### src/logic/scs_pkg.sv
// Purpose: Shared constants and types for the clock stop serial port.
// Assumes: 50 MHz core clock, 160 ns link bit period, 8-bit words.
// Notes:   Register addresses are byte addresses on a 32-bit bus.
`default_nettype none
package scs_pkg;
   // ----------------------------------------------------------------
   // Timing
   // ----------------------------------------------------------------
   localparam int CLK_PERIOD_NS = 20;
   localparam int HALF_BIT_NS   = 80;
   localparam int HALF_BIT_CYC  = (HALF_BIT_NS + CLK_PERIOD_NS - 1)
                                  / CLK_PERIOD_NS;
   localparam int DIV_W         = $clog2(HALF_BIT_CYC);
   localparam int WORD_BITS     = 8;
   localparam int EDGE_COUNT    = 2 * WORD_BITS;
   localparam int FIFO_DEPTH    = 16;
   localparam int CHANNELS      = 128;
   localparam int PART2_CHANS   = 32;
   // ----------------------------------------------------------------
   // Register byte addresses
   // ----------------------------------------------------------------
   localparam logic [5:0] ADDR_SPC_ONE  = 6'h00;
   localparam logic [5:0] ADDR_MC_ONE   = 6'h04;
   localparam logic [5:0] ADDR_RC_TWO   = 6'h08;
   localparam logic [5:0] ADDR_LINK_CFG = 6'h0C;
   localparam logic [5:0] ADDR_TX_DATA  = 6'h10;
   localparam logic [5:0] ADDR_RX_DATA  = 6'h14;
   localparam logic [5:0] ADDR_STATUS   = 6'h18;
   localparam logic [1:0] ADDR_CHAN_HI  = 2'h2;   // 0x20..0x2C
   // ----------------------------------------------------------------
   // Field positions and reset values
   // ----------------------------------------------------------------
   localparam int HALT_ON_BIT    = 12;
   localparam int HALT_DELAY_BIT = 11;
   localparam int SEL_EN_BIT     = 0;
   localparam int PART_MODE_BIT  = 9;
   localparam int PHASE_BIT      = 15;
   localparam int CFG_MASTER_BIT = 0;
   localparam int CFG_TXPOL_BIT  = 1;
   localparam int CFG_RXPOL_BIT  = 2;
   localparam int CFG_PH1_LSB    = 8;
   localparam int STAT_OVF_BIT   = 1;
   localparam logic [15:0] SPC_ONE_RST  = 16'h0000;
   localparam logic [15:0] MC_ONE_RST   = 16'h0000;
   localparam logic [15:0] RC_TWO_RST   = 16'h0000;
   localparam logic [15:0] LINK_CFG_RST = 16'h0000;

   typedef enum logic [1:0] {
      ST_IDLE  = 2'b00,
      ST_LEAD  = 2'b01,
      ST_SHIFT = 2'b10
   } scs_state_t;

   typedef struct packed {
      logic [6:0]           channel;
      logic                 phase;
      logic [WORD_BITS-1:0] data;
   } scs_rx_word_t;
   localparam int RX_WORD_BITS = $bits(scs_rx_word_t);

   typedef struct packed {
      logic tx_clk;
      logic tx_fs_n;
      logic rx_clk;
      logic rx_fs_n;
      logic dr;
   } scs_link_in_t;

   typedef struct packed {
      logic clk;
      logic clk_oe_n;
      logic fs_n;
      logic fs_oe_n;
      logic dx;
      logic dx_oe_n;
   } scs_link_out_t;
endpackage
`default_nettype wire

### src/logic/scs_clock_stop_port.sv
// Purpose: Clock stop (SPI-style) serial port with receive channel select.
// Assumes: Link pins are asynchronous and pass two flip-flops first.
// Notes:   Master makes the link clock by dividing the core clock.
//
// Chosen here: the Avalon-MM register port and the register offsets.
`timescale 1ns/1ps
`default_nettype none
// Overview of operation
// - Two-bit halt field: 0X normal, 10 stop no delay, 11 stop delayed; resets 0.
// - In clock stop mode the clock halts at idle level after each word.
// - Setting 10 gives the first clock edge half a bit after start, setting 11 a full bit after.
// - Transmit polarity picks whether the first edge out of idle rises or falls.
// - Receive polarity picks the sampling edge of the receive clock.
// - In clock stop mode receive clock and frame come from the transmit side.
// - 10, tx pol 0, rx pol 0: idle low, launch rising, sample falling.
// - 11, tx pol 0, rx pol 1: idle low, launch half early, sample rising.
// - 10, tx pol 1, rx pol 0: idle high, launch falling, sample rising.
// - 11, tx pol 1, rx pol 1: idle high, launch half early, sample falling.
// - Channel select off accepts all 128 channels; select bit resets to 0.
// - Channel select on accepts only channels enabled in the enable registers.
// - Partition mode maps channels: 2 partitions or 8 partitions.
// - Receive phase bit: 0 single-phase frame, 1 dual-phase frame.
module scs_clock_stop_port
   import scs_pkg::*;
(
   input  wire logic          ref_clk_in,
   input  wire logic          srst_in,
   input  wire logic [5:0]    address_in,
   input  wire logic          read_in,
   input  wire logic          write_in,
   input  wire logic [31:0]   writedata_in,
   input  wire logic [3:0]    byteenable_in,
   output logic [31:0]        readdata_out,
   output logic               waitrequest_out,
   input  wire scs_link_in_t  link_in,
   output scs_link_out_t      link_out
);
   localparam logic [DIV_W-1:0] DIV_LAST   = DIV_W'(HALF_BIT_CYC - 1);
   localparam logic [4:0]       EDGE_LAST  = 5'(EDGE_COUNT - 1);
   localparam logic [3:0]       WORD_LAST  = 4'(WORD_BITS - 1);
   localparam logic [6:0]       PART2_LAST = 7'(PART2_CHANS - 1);

   typedef struct packed {
      logic [15:0]          spc_one;
      logic [15:0]          mc_one;
      logic [15:0]          rc_two;
      logic [15:0]          link_cfg;
      logic [CHANNELS-1:0]  chan_en;
      logic [WORD_BITS-1:0] tx_data;
      logic                 wait_r;
      logic [31:0]          rdata;
      logic                 pop_pend;
      scs_link_in_t         s1;
      scs_link_in_t         s2;
      logic                 tclk_d;
      logic                 rclk_d;
      logic                 tfs_d;
      logic [DIV_W-1:0]     div;
      scs_state_t           st;
      logic                 busy;
      logic                 clk_lvl;
      logic [4:0]           edges;
      logic [WORD_BITS-1:0] tx_sh;
      logic                 seen;
      logic [WORD_BITS-1:0] rx_sh;
      logic [3:0]           rx_bits;
      logic [6:0]           chan;
      logic                 ovf;
      logic                 push;
      scs_rx_word_t         push_word;
      scs_link_out_t        link;
   } scs_core_t;

   scs_core_t    r;
   scs_core_t    n;
   logic         master, stop, delay, txp, rxp, samp_rise, launch_rise;
   logic         tick, m_edge, m_level, start;
   logic         tx_edge, tx_rise, tx_frame, rx_edge, rx_rise, rx_frame;
   logic         rx_samp, word_done, accept, sel_en, part8, hold, req;
   logic [1:0]   cidx;
   logic         fifo_ready, fifo_valid, fifo_pop;
   scs_rx_word_t fifo_word;
   logic [4:0]   fifo_cnt;

   function automatic logic [31:0] be_merge(input logic [31:0] old_v,
                                             input logic [31:0] new_v,
                                             input logic [3:0]  be);
      logic [31:0] res;
      res = old_v;
      for (int i = 0; i < 4; i++)
         if (be[i])
            res[i*8 +: 8] = new_v[i*8 +: 8];
      return res;
   endfunction

   scs_fifo #(
      .WIDTH (RX_WORD_BITS),
      .DEPTH (FIFO_DEPTH)
   ) u_rx_fifo (
      .ref_clk_in    (ref_clk_in),
      .srst_in       (srst_in),
      .in_valid_in   (r.push),
      .in_ready_out  (fifo_ready),
      .in_data_in    (r.push_word),
      .out_valid_out (fifo_valid),
      .out_ready_in  (fifo_pop),
      .out_data_out  (fifo_word),
      .count_out     (fifo_cnt)
   );

   assign fifo_pop        = r.pop_pend && !r.wait_r;
   assign readdata_out    = r.rdata;
   assign waitrequest_out = r.wait_r;
   assign link_out        = r.link;

   always_comb
   begin
      n         = r;
      n.s1      = link_in;
      n.s2      = r.s1;
      n.tclk_d  = r.s2.tx_clk;
      n.rclk_d  = r.s2.rx_clk;
      n.tfs_d   = r.s2.tx_fs_n;
      n.push    = 1'b0;
      master    = r.link_cfg[CFG_MASTER_BIT];
      txp       = r.link_cfg[CFG_TXPOL_BIT];
      rxp       = r.link_cfg[CFG_RXPOL_BIT];
      stop      = r.spc_one[HALT_ON_BIT];
      delay     = r.spc_one[HALT_DELAY_BIT];
      sel_en    = r.mc_one[SEL_EN_BIT];
      part8     = r.mc_one[PART_MODE_BIT];
      // Sample edge: stop mode ties both polarities together
      samp_rise   = stop ? (txp ^ rxp) : rxp;
      launch_rise = stop ? !samp_rise : !txp;
      // ----------------------------------------------------------------
      // Bit-rate divider and master clock generator
      // ----------------------------------------------------------------
      tick   = (r.div == DIV_LAST);
      n.div  = tick ? '0 : r.div + 1'b1;
      m_edge = 1'b0;
      case (r.st)
         ST_IDLE:
            m_edge = master && !stop && tick;
         ST_LEAD:
            if (tick)
               n.st = ST_SHIFT;
         ST_SHIFT:
            if (tick)
            begin
               m_edge  = 1'b1;
               n.edges = r.edges + 1'b1;
               if (r.edges == EDGE_LAST)
               begin
                  n.st   = ST_IDLE;
                  n.busy = 1'b0;
               end
            end
         default:
            n.st = ST_IDLE;
      endcase
      m_level   = r.clk_lvl ^ m_edge;
      n.clk_lvl = m_level;
      if (n.st == ST_IDLE && (stop || !master))
         n.clk_lvl = txp;
      // ----------------------------------------------------------------
      // Bus slave: one wait cycle, more for master transmit writes while busy or receive buffer full, then the answer
      // ----------------------------------------------------------------
      req   = read_in || write_in;
      hold  = write_in && address_in == ADDR_TX_DATA && master
              && (r.busy || !fifo_ready);
      start = 1'b0;
      cidx  = address_in[3:2];
      if (r.wait_r)
      begin
         if (req && !hold)
         begin
            n.wait_r   = 1'b0;
            n.pop_pend = read_in && address_in == ADDR_RX_DATA && fifo_valid;
            n.rdata    = 32'h0000_0000;
            case (address_in)
               ADDR_SPC_ONE:  n.rdata = {16'h0000, r.spc_one};
               ADDR_MC_ONE:   n.rdata = {16'h0000, r.mc_one};
               ADDR_RC_TWO:   n.rdata = {16'h0000, r.rc_two};
               ADDR_LINK_CFG: n.rdata = {16'h0000, r.link_cfg};
               ADDR_TX_DATA:  n.rdata = {24'h00_0000, r.tx_data};
               // Empty buffer reads zero, not a stale entry
               ADDR_RX_DATA:  n.rdata = fifo_valid
                                 ? {1'b1, 8'h00, fifo_word.channel, 7'h00,
                                    fifo_word.phase, fifo_word.data}
                                 : 32'h0000_0000;
               ADDR_STATUS:   n.rdata = {9'h000, r.chan, 2'h0, rx_frame_q(),
                                         fifo_cnt, 6'h00, r.ovf, r.busy};
               default:
                  if (address_in[5:4] == ADDR_CHAN_HI)
                     n.rdata = r.chan_en[{cidx, 5'h00} +: 32];
            endcase
         end
      end
      else
      begin
         n.wait_r   = 1'b1;
         n.pop_pend = 1'b0;
         if (write_in)
         begin
            case (address_in)
               ADDR_SPC_ONE:
                  n.spc_one = 16'(be_merge({16'h0000, r.spc_one},
                                           writedata_in, byteenable_in));
               ADDR_MC_ONE:
                  n.mc_one = 16'(be_merge({16'h0000, r.mc_one},
                                          writedata_in, byteenable_in));
               ADDR_RC_TWO:
                  n.rc_two = 16'(be_merge({16'h0000, r.rc_two},
                                          writedata_in, byteenable_in));
               ADDR_LINK_CFG:
                  n.link_cfg = 16'(be_merge({16'h0000, r.link_cfg},
                                            writedata_in, byteenable_in));
               ADDR_TX_DATA:
                  if (byteenable_in[0])
                  begin
                     n.tx_data = writedata_in[WORD_BITS-1:0];
                     start     = master && !r.busy;
                  end
               ADDR_STATUS:
                  if (byteenable_in[0] && writedata_in[STAT_OVF_BIT])
                     n.ovf = 1'b0;
               default:
                  if (address_in[5:4] == ADDR_CHAN_HI)
                     n.chan_en[{cidx, 5'h00} +: 32] = be_merge(
                        r.chan_en[{cidx, 5'h00} +: 32], writedata_in,
                        byteenable_in);
            endcase
         end
      end
      // Restart the divider so the first half bit is full length
      if (start)
      begin
         n.busy  = 1'b1;
         n.st    = (stop && delay) ? ST_LEAD : ST_SHIFT;
         n.div   = '0;
         n.edges = '0;
         n.tx_sh = writedata_in[WORD_BITS-1:0];
         n.seen  = 1'b0;
      end
      // ----------------------------------------------------------------
      // Edge sources for both directions
      // ----------------------------------------------------------------
      tx_edge  = master ? m_edge : (r.s2.tx_clk != r.tclk_d);
      tx_rise  = master ? m_level : r.s2.tx_clk;
      tx_frame = master ? r.busy : !r.s2.tx_fs_n;
      rx_edge  = stop ? tx_edge : (r.s2.rx_clk != r.rclk_d);
      rx_rise  = stop ? tx_rise : r.s2.rx_clk;
      rx_frame = stop ? tx_frame : !r.s2.rx_fs_n;
      if (!master && !r.s2.tx_fs_n && r.tfs_d)
      begin
         n.tx_sh = r.tx_data;
         n.seen  = 1'b0;
      end
      // Launch edges before the first sample edge keep bit 7; later ones shift the next bit out
      else if (tx_frame && tx_edge)
      begin
         if (tx_rise == launch_rise)
         begin
            if (r.seen)
               n.tx_sh = {r.tx_sh[WORD_BITS-2:0], 1'b0};
         end
         else
            n.seen = 1'b1;
      end
      // ----------------------------------------------------------------
      // Receive shifter and channel selection
      // ----------------------------------------------------------------
      rx_samp   = rx_frame && rx_edge && (rx_rise == samp_rise);
      word_done = rx_samp && r.rx_bits == WORD_LAST;
      accept    = !sel_en
                  || (r.chan_en[r.chan]
                      && (part8 || r.chan <= PART2_LAST));
      if (!rx_frame)
      begin
         n.rx_bits = '0;
         n.chan    = '0;
      end
      else if (rx_samp)
      begin
         n.rx_sh   = {r.rx_sh[WORD_BITS-2:0], r.s2.dr};
         n.rx_bits = word_done ? '0 : r.rx_bits + 1'b1;
         if (word_done)
         begin
            n.chan = r.chan + 1'b1;
            if (accept && fifo_ready)
            begin
               n.push                 = 1'b1;
               n.push_word.channel    = r.chan;
               n.push_word.data       = n.rx_sh;
               n.push_word.phase      = r.rc_two[PHASE_BIT]
                  && r.chan > r.link_cfg[CFG_PH1_LSB +: 7];
            end
            else if (accept)
               n.ovf = 1'b1;
         end
      end
      // ----------------------------------------------------------------
      // Pin drivers, registered
      // ----------------------------------------------------------------
      n.link.clk      = n.clk_lvl;
      n.link.clk_oe_n = !master;
      n.link.fs_n     = !n.busy;
      n.link.fs_oe_n  = !master;
      n.link.dx       = n.tx_sh[WORD_BITS-1];
      n.link.dx_oe_n  = master ? !n.busy : r.s2.tx_fs_n;
      if (srst_in)
      begin
         n          = '0;
         n.spc_one  = SPC_ONE_RST;
         n.mc_one   = MC_ONE_RST;
         n.rc_two   = RC_TWO_RST;
         n.link_cfg = LINK_CFG_RST;
         n.wait_r   = 1'b1;
         n.st       = ST_IDLE;
         n.s1       = '1;
         n.s2       = '1;
         n.tfs_d    = 1'b1;
         n.link     = '{clk: 1'b0, clk_oe_n: 1'b1, fs_n: 1'b1,
                        fs_oe_n: 1'b1, dx: 1'b0, dx_oe_n: 1'b1};
      end
   end

   function automatic logic rx_frame_q();
      return r.spc_one[HALT_ON_BIT]
             ? (r.link_cfg[CFG_MASTER_BIT] ? r.busy : !r.s2.tx_fs_n)
             : !r.s2.rx_fs_n;
   endfunction

   always_ff @(posedge ref_clk_in)
   begin
      r <= n;
   end
endmodule
`default_nettype wire

### src/logic/scs_fifo.sv
// Purpose: Receive word buffer with valid/ready on both sides.
// Assumes: DEPTH is a power of two.
// Notes:   in_ready_out is the honest "not full" of the store.
`timescale 1ns/1ps
`default_nettype none
module scs_fifo
   import scs_pkg::*;
#(
   parameter int WIDTH = RX_WORD_BITS,
   parameter int DEPTH = FIFO_DEPTH
)(
   input  wire logic                  ref_clk_in,
   input  wire logic                  srst_in,
   input  wire logic                  in_valid_in,
   output logic                       in_ready_out,
   input  wire logic [WIDTH-1:0]      in_data_in,
   output logic                       out_valid_out,
   input  wire logic                  out_ready_in,
   output logic [WIDTH-1:0]           out_data_out,
   output logic [$clog2(DEPTH):0]     count_out
);
   localparam int AW = $clog2(DEPTH);
   typedef struct packed {
      logic [DEPTH-1:0][WIDTH-1:0] mem;
      logic [AW-1:0]               wr;
      logic [AW-1:0]               rd;
      logic [AW:0]                 cnt;
   } scs_fifo_state_t;
   scs_fifo_state_t f_reg;
   scs_fifo_state_t f_next;
   logic            push;
   logic            pop;

   assign in_ready_out  = f_reg.cnt < (AW+1)'(DEPTH);
   assign out_valid_out = f_reg.cnt != '0;
   assign out_data_out  = f_reg.mem[f_reg.rd];
   assign count_out     = f_reg.cnt;

   always_comb
   begin
      push   = in_valid_in && in_ready_out;
      pop    = out_ready_in && out_valid_out;
      f_next = f_reg;
      if (push)
      begin
         f_next.mem[f_reg.wr] = in_data_in;
         f_next.wr            = f_reg.wr + 1'b1;
      end
      if (pop)
         f_next.rd = f_reg.rd + 1'b1;
      f_next.cnt = f_reg.cnt + (AW+1)'(push) - (AW+1)'(pop);
   end

   always_ff @(posedge ref_clk_in)
   begin
      if (srst_in)
         f_reg <= '0;
      else
         f_reg <= f_next;
   end
endmodule
`default_nettype wire

### config.mk
export PLATFORM = sky130hd
export DESIGN_NAME = scs_clock_stop_port
export DESIGN_NICKNAME = d
export VERILOG_FILES = /design/src/logic/scs_pkg.sv /design/src/logic/scs_clock_stop_port.sv /design/src/logic/scs_fifo.sv
export SDC_FILE = /design/constraint.sdc
export NUM_CORES = 1
export LEC_CHECK = 0
export ABC_CLOCK_PERIOD_IN_PS = 2800
export BUFFER_PORTS_ARGS = -buffer_cell sky130_fd_sc_hd__buf_2
export CORE_MARGIN = 2
export CORE_UTILIZATION = 46
export CTS_CLUSTER_DIAMETER = 100
export DETAILED_ROUTE_END_ITERATION = 6
export PLACE_DENSITY_LB_ADDON = 0.2
export SYNTH_ARGS = -nofsm -noshare
export SYNTH_HDL_FRONTEND = slang
export SYNTH_SLANG_ARGS = --single-unit
### constraint.sdc
create_clock -name ref_clk_in -period 2.8 [get_ports ref_clk_in]
set_clock_uncertainty 0.1 [all_clocks]
set_input_delay 0.14 -clock ref_clk_in [delete_from_list [all_inputs] [get_ports ref_clk_in]]
set_output_delay 0.14 -clock ref_clk_in [all_outputs]
set_load 0.05 [all_outputs]
== After elaboration in Yosys (flattened, before gate mapping) ==
Index checks and enable logic that the tools add are counted.
Operators by class
  shifts and indexed selects: 3
  equal/unequal tests: 16
  $lt $le $gt $ge: 7
  bitwise gates (word level): 7
  $add $sub $neg: 9
  multiplexer cells: 72
  reductions and logical operators: 68
Operators with widths (count)
  $bwmux W256: 1
  $pmux W32 S7: 1
  $mux W8: 22
  $bwmux W128: 1
  $shift A32 B9 Y128 const A: 1
  $shiftx A128 B8 Y32: 1
  $shiftx A32 B9 Y128: 1
  $bmux W16 S4: 1
  $demux W16 S4: 1
  $mux W32: 2
  $mux W18: 3
  $reduce_and A4 Y1: 11
  $mux W34: 1
  $mux W16: 2
  $mux W9: 3
  $logic_and A1 B1 Y1: 25
  $mux W1: 24
  $eq A6 B5 Y1 const B: 3
  $mux W17: 1
  $add A4 B1 Y4 const B: 3
  $eq A6 B4 Y1 const B: 2
  $logic_not A1 Y1: 12
  $lt A4 B5 Y1 const B: 2
  $mux W3: 3
  other kinds (34): 55
Word-level totals
  register bits: 576
  word-level logic and storage cells: 246

== Logic depth before layout (Yosys ltp) ==
Gate-level depths: netlist of the first run.
  depth in word-level cells: 13
  depth in mapped cells: 15

== Hierarchy ==
From an unflattened synthesis of the first run, not the netlist that was laid out.
Second synthesis, totals
  cells, all modules: 3037
  area, all modules: 26331.5 um^2
Modules (own cells, without submodules)
  scs_clock_stop_port: instances 1, cells each 1581, area each 14507.7 um^2
  scs_fifo: instances 1, cells each 1456, area each 11823.8 um^2

== Least setup slack after synthesis of the first run ==
Ideal clock, no wire load.
  path type: input -> register
  start: input port address_in[2]
  end: register r (netlist bit readdata_out[12])
  path buffers: 5
  cell stages on the path: 14
  arrival time: 2.753 ns
  setup slack: -0.185 ns
  required time: 2.568 ns
  path through: buf_2 > buf_1 > inv_1 > ha_1 > and3_1 > buf_2 > o2111ai_1 > o21a_1 > and2_1 > clkbuf_1 > clkbuf_1 > nand3_1 > a221oi_1 > nor3_1
Between the ends
  longest elaborated chain between the ends: 7
  elaborated cells on any way between the ends: 16
  those cells by class: eq/ne (6); shift (1); mux (2); reduce/logical (7)
RTL lines
  from (decl): RTL line scs_clock_stop_port.sv:28  | input wire logic [5:0] address_in,
  branches (longest 7 deep; another with $shiftx A128 B8 Y32)
  to (signal assigned): RTL line scs_clock_stop_port.sv:336  | r <= n;
  to (decl): RTL line scs_clock_stop_port.sv:74  | scs_core_t r;
Parallel ways; which one is timed is not known.
A chain may end at the register's enable or synchronous reset.

== Worst setup path in the final report of the first run ==
  start: register r[62] in the netlist's numbering
  end: register r[11] in the netlist's numbering
Between the ends
  longest elaborated chain between the ends: 10
  elaborated cells on any way between the ends: 14
  those cells by class: eq/ne (2); mux (6); bitwise (1); reduce/logical (5)
RTL lines
  $eq A2 B2 Y1 *: RTL line scs_clock_stop_port.sv:138  | tick = (r.div == DIV_LAST);
  $mux W1 or $logic_and A1 B1 Y1 (tied branches): RTL line scs_clock_stop_port.sv:148, scs_clock_stop_port.sv:143
  $pmux W1 S2 *: RTL line scs_clock_stop_port.sv:141  | case (r.st)
  $xor A1 B1 Y1: RTL line scs_clock_stop_port.sv:161  | m_level = r.clk_lvl ^ m_edge;
  $mux W1: RTL line scs_clock_stop_port.sv:249  | tx_rise = master ? m_level : r.s2.tx_clk;
  $mux W1: RTL line scs_clock_stop_port.sv:252  | rx_rise = stop ? tx_rise : r.s2.rx_clk;
  $eq A1 B1 Y1: RTL line scs_clock_stop_port.sv:273  | rx_samp = rx_frame && rx_edge && (rx_rise == samp_rise);
  $logic_and A1 B1 Y1 *: RTL line scs_clock_stop_port.sv:273
  $logic_and A1 B1 Y1: RTL line scs_clock_stop_port.sv:274  | word_done = rx_samp && r.rx_bits == WORD_LAST;
  $reduce_and A4 Y1 (no source line) *
Mark *: on every way between the ends. The rest lies on a longest branch, timed or not.

==> flow_summary.yaml, run 1 <==
outcome:
  status: "finished with violations"
  violations: "negative setup slack"
sta:
  rsz0062_at_grt: "yes"
  period_minus_slack_ps: 2876
  relSlewSlack: 0.4022
  worst_slack_ps: -76.44
  max_freq_ghz: 0.3477
  timing.final.crit_share: 1.027
  drv_slew: 0
  worstMarginPinSlew_ps: 895.5
  setup_violations: 16
  hold_violations: 0
  whs_ps: 26.86
critical_path:
  crit_type: "reg2reg"
  path_delay_family: "simple AND/OR/NAND/NOR gates"
  cp.required_ps: 3210
  max_stage_delay_ps: 600
  endpoint_kind: "flip-flop"
  crit_chain: "ha_4, nand2_4, o311ai_4, or4_4, a311oi_4, or4b_4, a211oi_4, buf_6, buf_12, mux2i_1, nor2_1"
  cp.arrival_ps: 3290
  cp_max_fo: 5
  startpoint_type: "flip-flop"
  crit_buf_inv: 2
  crit_slowest_cell: "or4b_4"
placement:
  port-buffer-count: 89
  gp_congestion: 0.9201
  dp_slack_ps: -180.4
  dp_hpwl_mm: 53.24
global_routing:
  grt_max_degree: 115
  antenna_found_initial: 0
  grt_pass1_vias: 21690
  overflow: 0
  grt_pass1_wl_mm: 124.3
  grt_usage: 0.2660
cts:
  numClockSinks: 575
  clock_path_buffers: 3
  cts_buffers: 60
  cts_tree: "built"
  clk_latency_ps: 640
  cts_max_level: 2
  clockRootBuffer: "clkbuf_16"
  clk_pin_slew_worst_paths_ps: 60
synth:
  syn_avg_cell_area_sq_um: 8.885
  synth_cells: 2932
  ys_types: 61
  synth_top_area_frac: 0.4419
  synth-edff-count: 0
  synth-seq-area-share: 0.4419
  yosys_warnings: 0
  ys_seq_elements: 575
  synthArstFlopShare: 0
  synth_common_cells: "620 x nand2_1, 575 x dfxtp_1, 335 x a21oi_1, 278 x nor2_1, 216 x clkbuf_1"
  syn_area_sq_mm: 0.02605
  synth_area_leader_cell: "dfxtp_1"
  yosysMostFrequentCell: "nand2_1"
  synthesis.nets: 3012
  yosys-top-cells-area: "dfxtp_1 44%, mux4_2 9.3%, nand2_1 8.9%"
  synth_ff_type: "dfxtp_1"
floorplan:
  dieWidth_microns: 242.0
  core_area_sq_mm: 0.05617
  rows: 87
  fp.dieH_microns: 242.0
  initial_core_util: 0.4638
  die_area_sq_mm: 0.05855
  ioPinCount: 90
drt:
  drt_pass1_iterations: 7
  route.detailed.drc: 0
  drt-wirelength-per-cell_microns: 20.91
  vias_per_cell: 5.847
  vias: 22280
  wl_mm: 79.66
  antenna_left: 0
  drtIter0Drc: 1991
hold_path:
  hold_path_class: "in2reg"
pwr:
  power_uw: 17270
  cellPowerDensity_mw_per_mm2: 566.6
  irDropWorstVdd_uv: 546.8
  leakagePower_uw: 0.01050
final_layout:
  diodes: 0
  largest_reg_flops: 266
  syn2layout_area_growth_pct: 17.03
  nets: 3084
  drive_gt1_frac: 0.1925
flow_run:
  drv_cap: 0
-- report_power, final --
part           leakage, uW  internal [uW]  switching [uW]
Sequential         0.00464           8220            30.5
Combinational      0.00486            231             500
Clock              0.00100           4900            3390
Total               0.0105          13400            3920
-- cells in the final DEF (no fill, tap or decap), types with 22 or more instances in the layout --
master         instances
nor2_1               277
mux2_2                51
mux4_2               108
a21oi_1              332
clkbuf_16             60
nor3_1                22
dlygate4sd3_1         41
nand3_1               67
buf_4                147
ha_1                  23
buf_2                 88
a22oi_1              169
mux2i_1              123
dfxtp_1              565
nand2_1              619
inv_1                 22
-- per-layer routing --
layer  vias to the layer above  part of all wire  global-route usage
li1                      10360                 -                   -
met1                     10820              0.42              0.3550
met2                       903              0.47              0.4408
met3                       194             0.069             0.03401
met4                         0             0.039              0.1022
met5                         -                 0                   0
-- kinds of logic (layout without fill, tap and decap cells) --
logic type | count (synthesis) | after routing | share of synthesized area
multiplexers | 283 | 283 | 0.1631
AO/OA/AOI/OAI | 607 | 607 | 0.1442
flip-flops | 575 | 575 | 0.4419
adder cells (fa/ha/maj) | 29 | 29 | 0.01422
buffers and inverters | 317 | 439 | 0.05341
AND/OR/NAND/NOR | 1098 | 1098 | 0.1750
XOR/XNOR | 23 | 23 | 0.008261
-- metrics by stage --
stage                     cell area (sq um)    util  TNS [ps]  cells
after floorplan                       26120       -         0   2932
after global placement                27660  0.4925     -1637   3642
after detailed placement              27660  0.4925     -2759   3642
after CTS                             30420  0.5415    -379.7   3808
after global routing                  30490  0.5428     -2675   3810
final                                 30490  0.5428    -895.2   3810
-- worst paths after layout --
path / slack, ps / to / cells after the start / start
max: -80 / r[11] / 11 / r[62]
min: 30 / r[210] / 4 / byteenable_in[3]
max reg2reg: -80 / r[11] / 11 / r[62]
min reg2reg: 310 / r[66] / 1 / r[71]
-- tightest hold or removal path, cell delays in order --
cell	delay [ps]
buf_2	210
mux2_2	240
a22oi_1	70
nor2_1	70
-- layout make-up --
type | instances | area [sq um]
Fill cell | 5043 | 25680
Multi-Input combinational cell | 2040 | 13420
Sequential cell | 575 | 11540
Timing Repair Buffer | 300 | 2435
Clock buffer | 86 | 1719
Tap cell | 756 | 945.9
Clock inverter | 26 | 330.3
Inverter | 27 | 101.3
-- what timing repair did --
item / 4_1_cts / 5_1_grt
gates resized for setup: 32 / 16
hold endpoints to repair: 210 / 0
buffers inserted: 10 / 2
pin swaps: 12 / 7
hold buffers: 41 / 0
endpoints found under the setup margin: 21 / 20
gates cloned: 3 / 0
No activity file was read; power rests on OpenSTA's default activity.
==> inputs of run 2 (changes only) <==
--- a/config.mk
+++ b/config.mk
@@ -5,7 +5,7 @@
 export SDC_FILE = /design/constraint.sdc
 export NUM_CORES = 1
 export LEC_CHECK = 0
-export ABC_CLOCK_PERIOD_IN_PS = 2800
+export ABC_CLOCK_PERIOD_IN_PS = 3250
 export BUFFER_PORTS_ARGS = -buffer_cell sky130_fd_sc_hd__buf_2
 export CORE_MARGIN = 2
 export CORE_UTILIZATION = 46
==> constraint.sdc (replaced) <==
create_clock -name ref_clk_in -period 3.25 [get_ports ref_clk_in]
set_clock_uncertainty 0.1 [all_clocks]
set_input_delay 0.1625 -clock ref_clk_in [delete_from_list [all_inputs] [get_ports ref_clk_in]]
set_output_delay 0.1625 -clock ref_clk_in [all_outputs]
set_load 0.05 [all_outputs]
==> flow_summary.yaml, run 2 (synthesis results as in run 1) <==
final_layout:
  final-seq-area_sq_mm: 0.01152
  nets: 3023
  multi_input_area_sq_mm: 0.01322
  drive_gt1_frac: 0.1655
  syn2layout_area_growth_pct: 13.89
  fill_cells: 5156
  final_common_cell: "nand2_1"
  largest_reg_flops: 266
  stdcell_count: 3748
  final_cell_mix: "620 x nand2_1, 572 x dfxtp_1, 335 x a21oi_1"
critical_path:
  cp.required_ps: 3700
  path_delay_family: "simple AND/OR/NAND/NOR gates"
  ff2ff_path_depth: 14
  r2r_setup_slack_ps: 150
  startpoint_type: "flip-flop"
  endpoint_kind: "flip-flop"
  cp_max_fo: 3
  crit_start: "u_rx_fifo.count_out[2]"
  worst-path-stages: 14
  max_stage_delay_ps: 620
  crit_top_cell: "inv_1"
  r2r-end: "u_rx_fifo.count_out[4]"
  crit_path_end: "u_rx_fifo.count_out[4]"
  crit_slowest_cell: "or4b_2"
  r2r_start: "u_rx_fifo.count_out[2]"
  cp.arrival_ps: 3550
  crit_buf_inv: 4
  crit_chain: "inv_1, ha_1, or4b_2, and3b_1, ha_1, inv_1, ha_1, inv_1, fa_1, inv_1, a21oi_1, nor2_1, or3_1, a21oi_1"
  crit_type: "reg2reg"
pwr:
  netSwitchingFraction: 0.2271
  cellPowerDensity_mw_per_mm2: 501.4
  p_int_uw: 11500
  irDropWorstVdd_uv: 442.5
  p_seq_frac: 0.478
  switching_power_uw: 3378
  power_uw: 14870
  clkPwrFrac: 0.481
  leakagePower_uw: 0.01014
  comb_power_share: 0.041
sta:
  relSlewSlack: 0.3385
  hold_violations: 0
  worstMarginPinSlew_ps: 989.5
  rsz0062_at_grt: "no"
  drv_slew: 0
  period_minus_slack_ps: 3100
  timing.final.crit_share: 0.9537
  tns_ps: 0
  whs_ps: 54.92
  max_freq_ghz: 0.3226
  setup_violations: 0
cts:
  clockRootBuffer: "clkbuf_16"
  clk_latency_ps: 630
  cts_tree: "built"
  clk_pin_slew_worst_paths_ps: 60
  cts_buffers: 61
  clock_path_buffers: 3
  cts_max_level: 2
  postCtsSetupBuffers: 0
  numClockSinks: 575
drt:
  route.detailed.drc: 0
  drtIter0Drc: 1921
  drt-wirelength-per-cell_microns: 20.97
  antenna_left: 0
  vias_per_cell: 5.837
  vias: 21880
  drt_pass1_iterations: 6
  wl_mm: 78.61
floorplan:
  initial_core_util: 0.4638
  ioPinCount: 90
  die_area_sq_mm: 0.05855
  core_area_sq_mm: 0.05617
  dieWidth_microns: 242.0
  rows: 87
  fp.dieH_microns: 242.0
hold_path:
  hold_path_class: "in2reg"
global_routing:
  grt_pass1_wl_mm: 122.4
  grt_usage: 0.2612
  antenna_found_initial: 1
  overflow: 0
  grt_max_degree: 113
  grt_pass1_vias: 21340
placement:
  dp_hpwl_mm: 52.91
  gp_congestion: 0.8784
  port-buffer-count: 89
  numPlacedInstances: 3596
outcome:
  status: "completed"
flow_run:
  drv_cap: 0
-- run 2: through the flow --
stage,util,instance area (sq um),setup WS [ps]
after CTS,0.5279,29650,162.3
after global placement,0.4841,27190,233.9
after detailed placement,0.4841,27190,176.5
after floorplan,-,26050,242.4
final,0.5282,29670,150.5
after global routing,0.5282,29670,1.913
-- run 2: final cells by class --
type | instances | share of cell area
clock inverters | 27 | 0.01037
diodes | 1 | 0.00008435
repair buffers | 238 | 0.06119
clock buffers | 84 | 0.05913
flip-flops and latches | 575 | 0.3883
well taps | 756 | 0.03188
multi-input cells | 2040 | 0.4456
inverters | 27 | 0.003416
-- run 2: worst min path at each step --
stage | cells past startpoint | startpoint | endpoint
floorplan | 1 | link_in[0] | r[71]
global placement | 2 | link_in[0] | r[71]
detailed placement | 2 | link_in[2] | r[73]
CTS | 4 | byteenable_in[3] | r[209]
global route | 4 | byteenable_in[3] | r[210]
finish | 4 | byteenable_in[3] | r[209]
-- run 2: worst register-to-register path, cell delays in order, from the launching register on --
cell     delay [ps]
dfxtp_1         330
inv_1           100
ha_1            140
or4b_2          620
and3b_1         210
ha_1            270
inv_1            40
ha_1            190
inv_1            90
fa_1            220
inv_1            50
a21oi_1         120
nor2_1           70
or3_1           350
a21oi_1         140
-- run 2: power by group through the flow --
stage          registers, uW  clock network, uW  logic (uW)
2_1_floorplan           7260                  0         390
3_3_place_gp            7260                  0         567
3_5_place_dp            7260                  0         571
4_1_cts                 7110               7260         610
5_1_grt                 7110               7520         654
6_report                7110               7150         615
-- run 2: per-layer routing --
layer / GRT usage / part of all wire / vias to the layer above
met4: 0.09677 / 0.033 / 0
li1: - / - / 10220
met3: 0.03346 / 0.060 / 152
met5: 0 / 0 / -
met2: 0.4391 / 0.48 / 803
met1: 0.3446 / 0.43 / 10700
-- run 2: what timing repair did --
action / CTS / global route
gates resized for setup: 0 / 4
hold buffers: 40 / 0
endpoints found under the hold margin: 225 / 0
endpoints found under the setup margin: 0 / 20
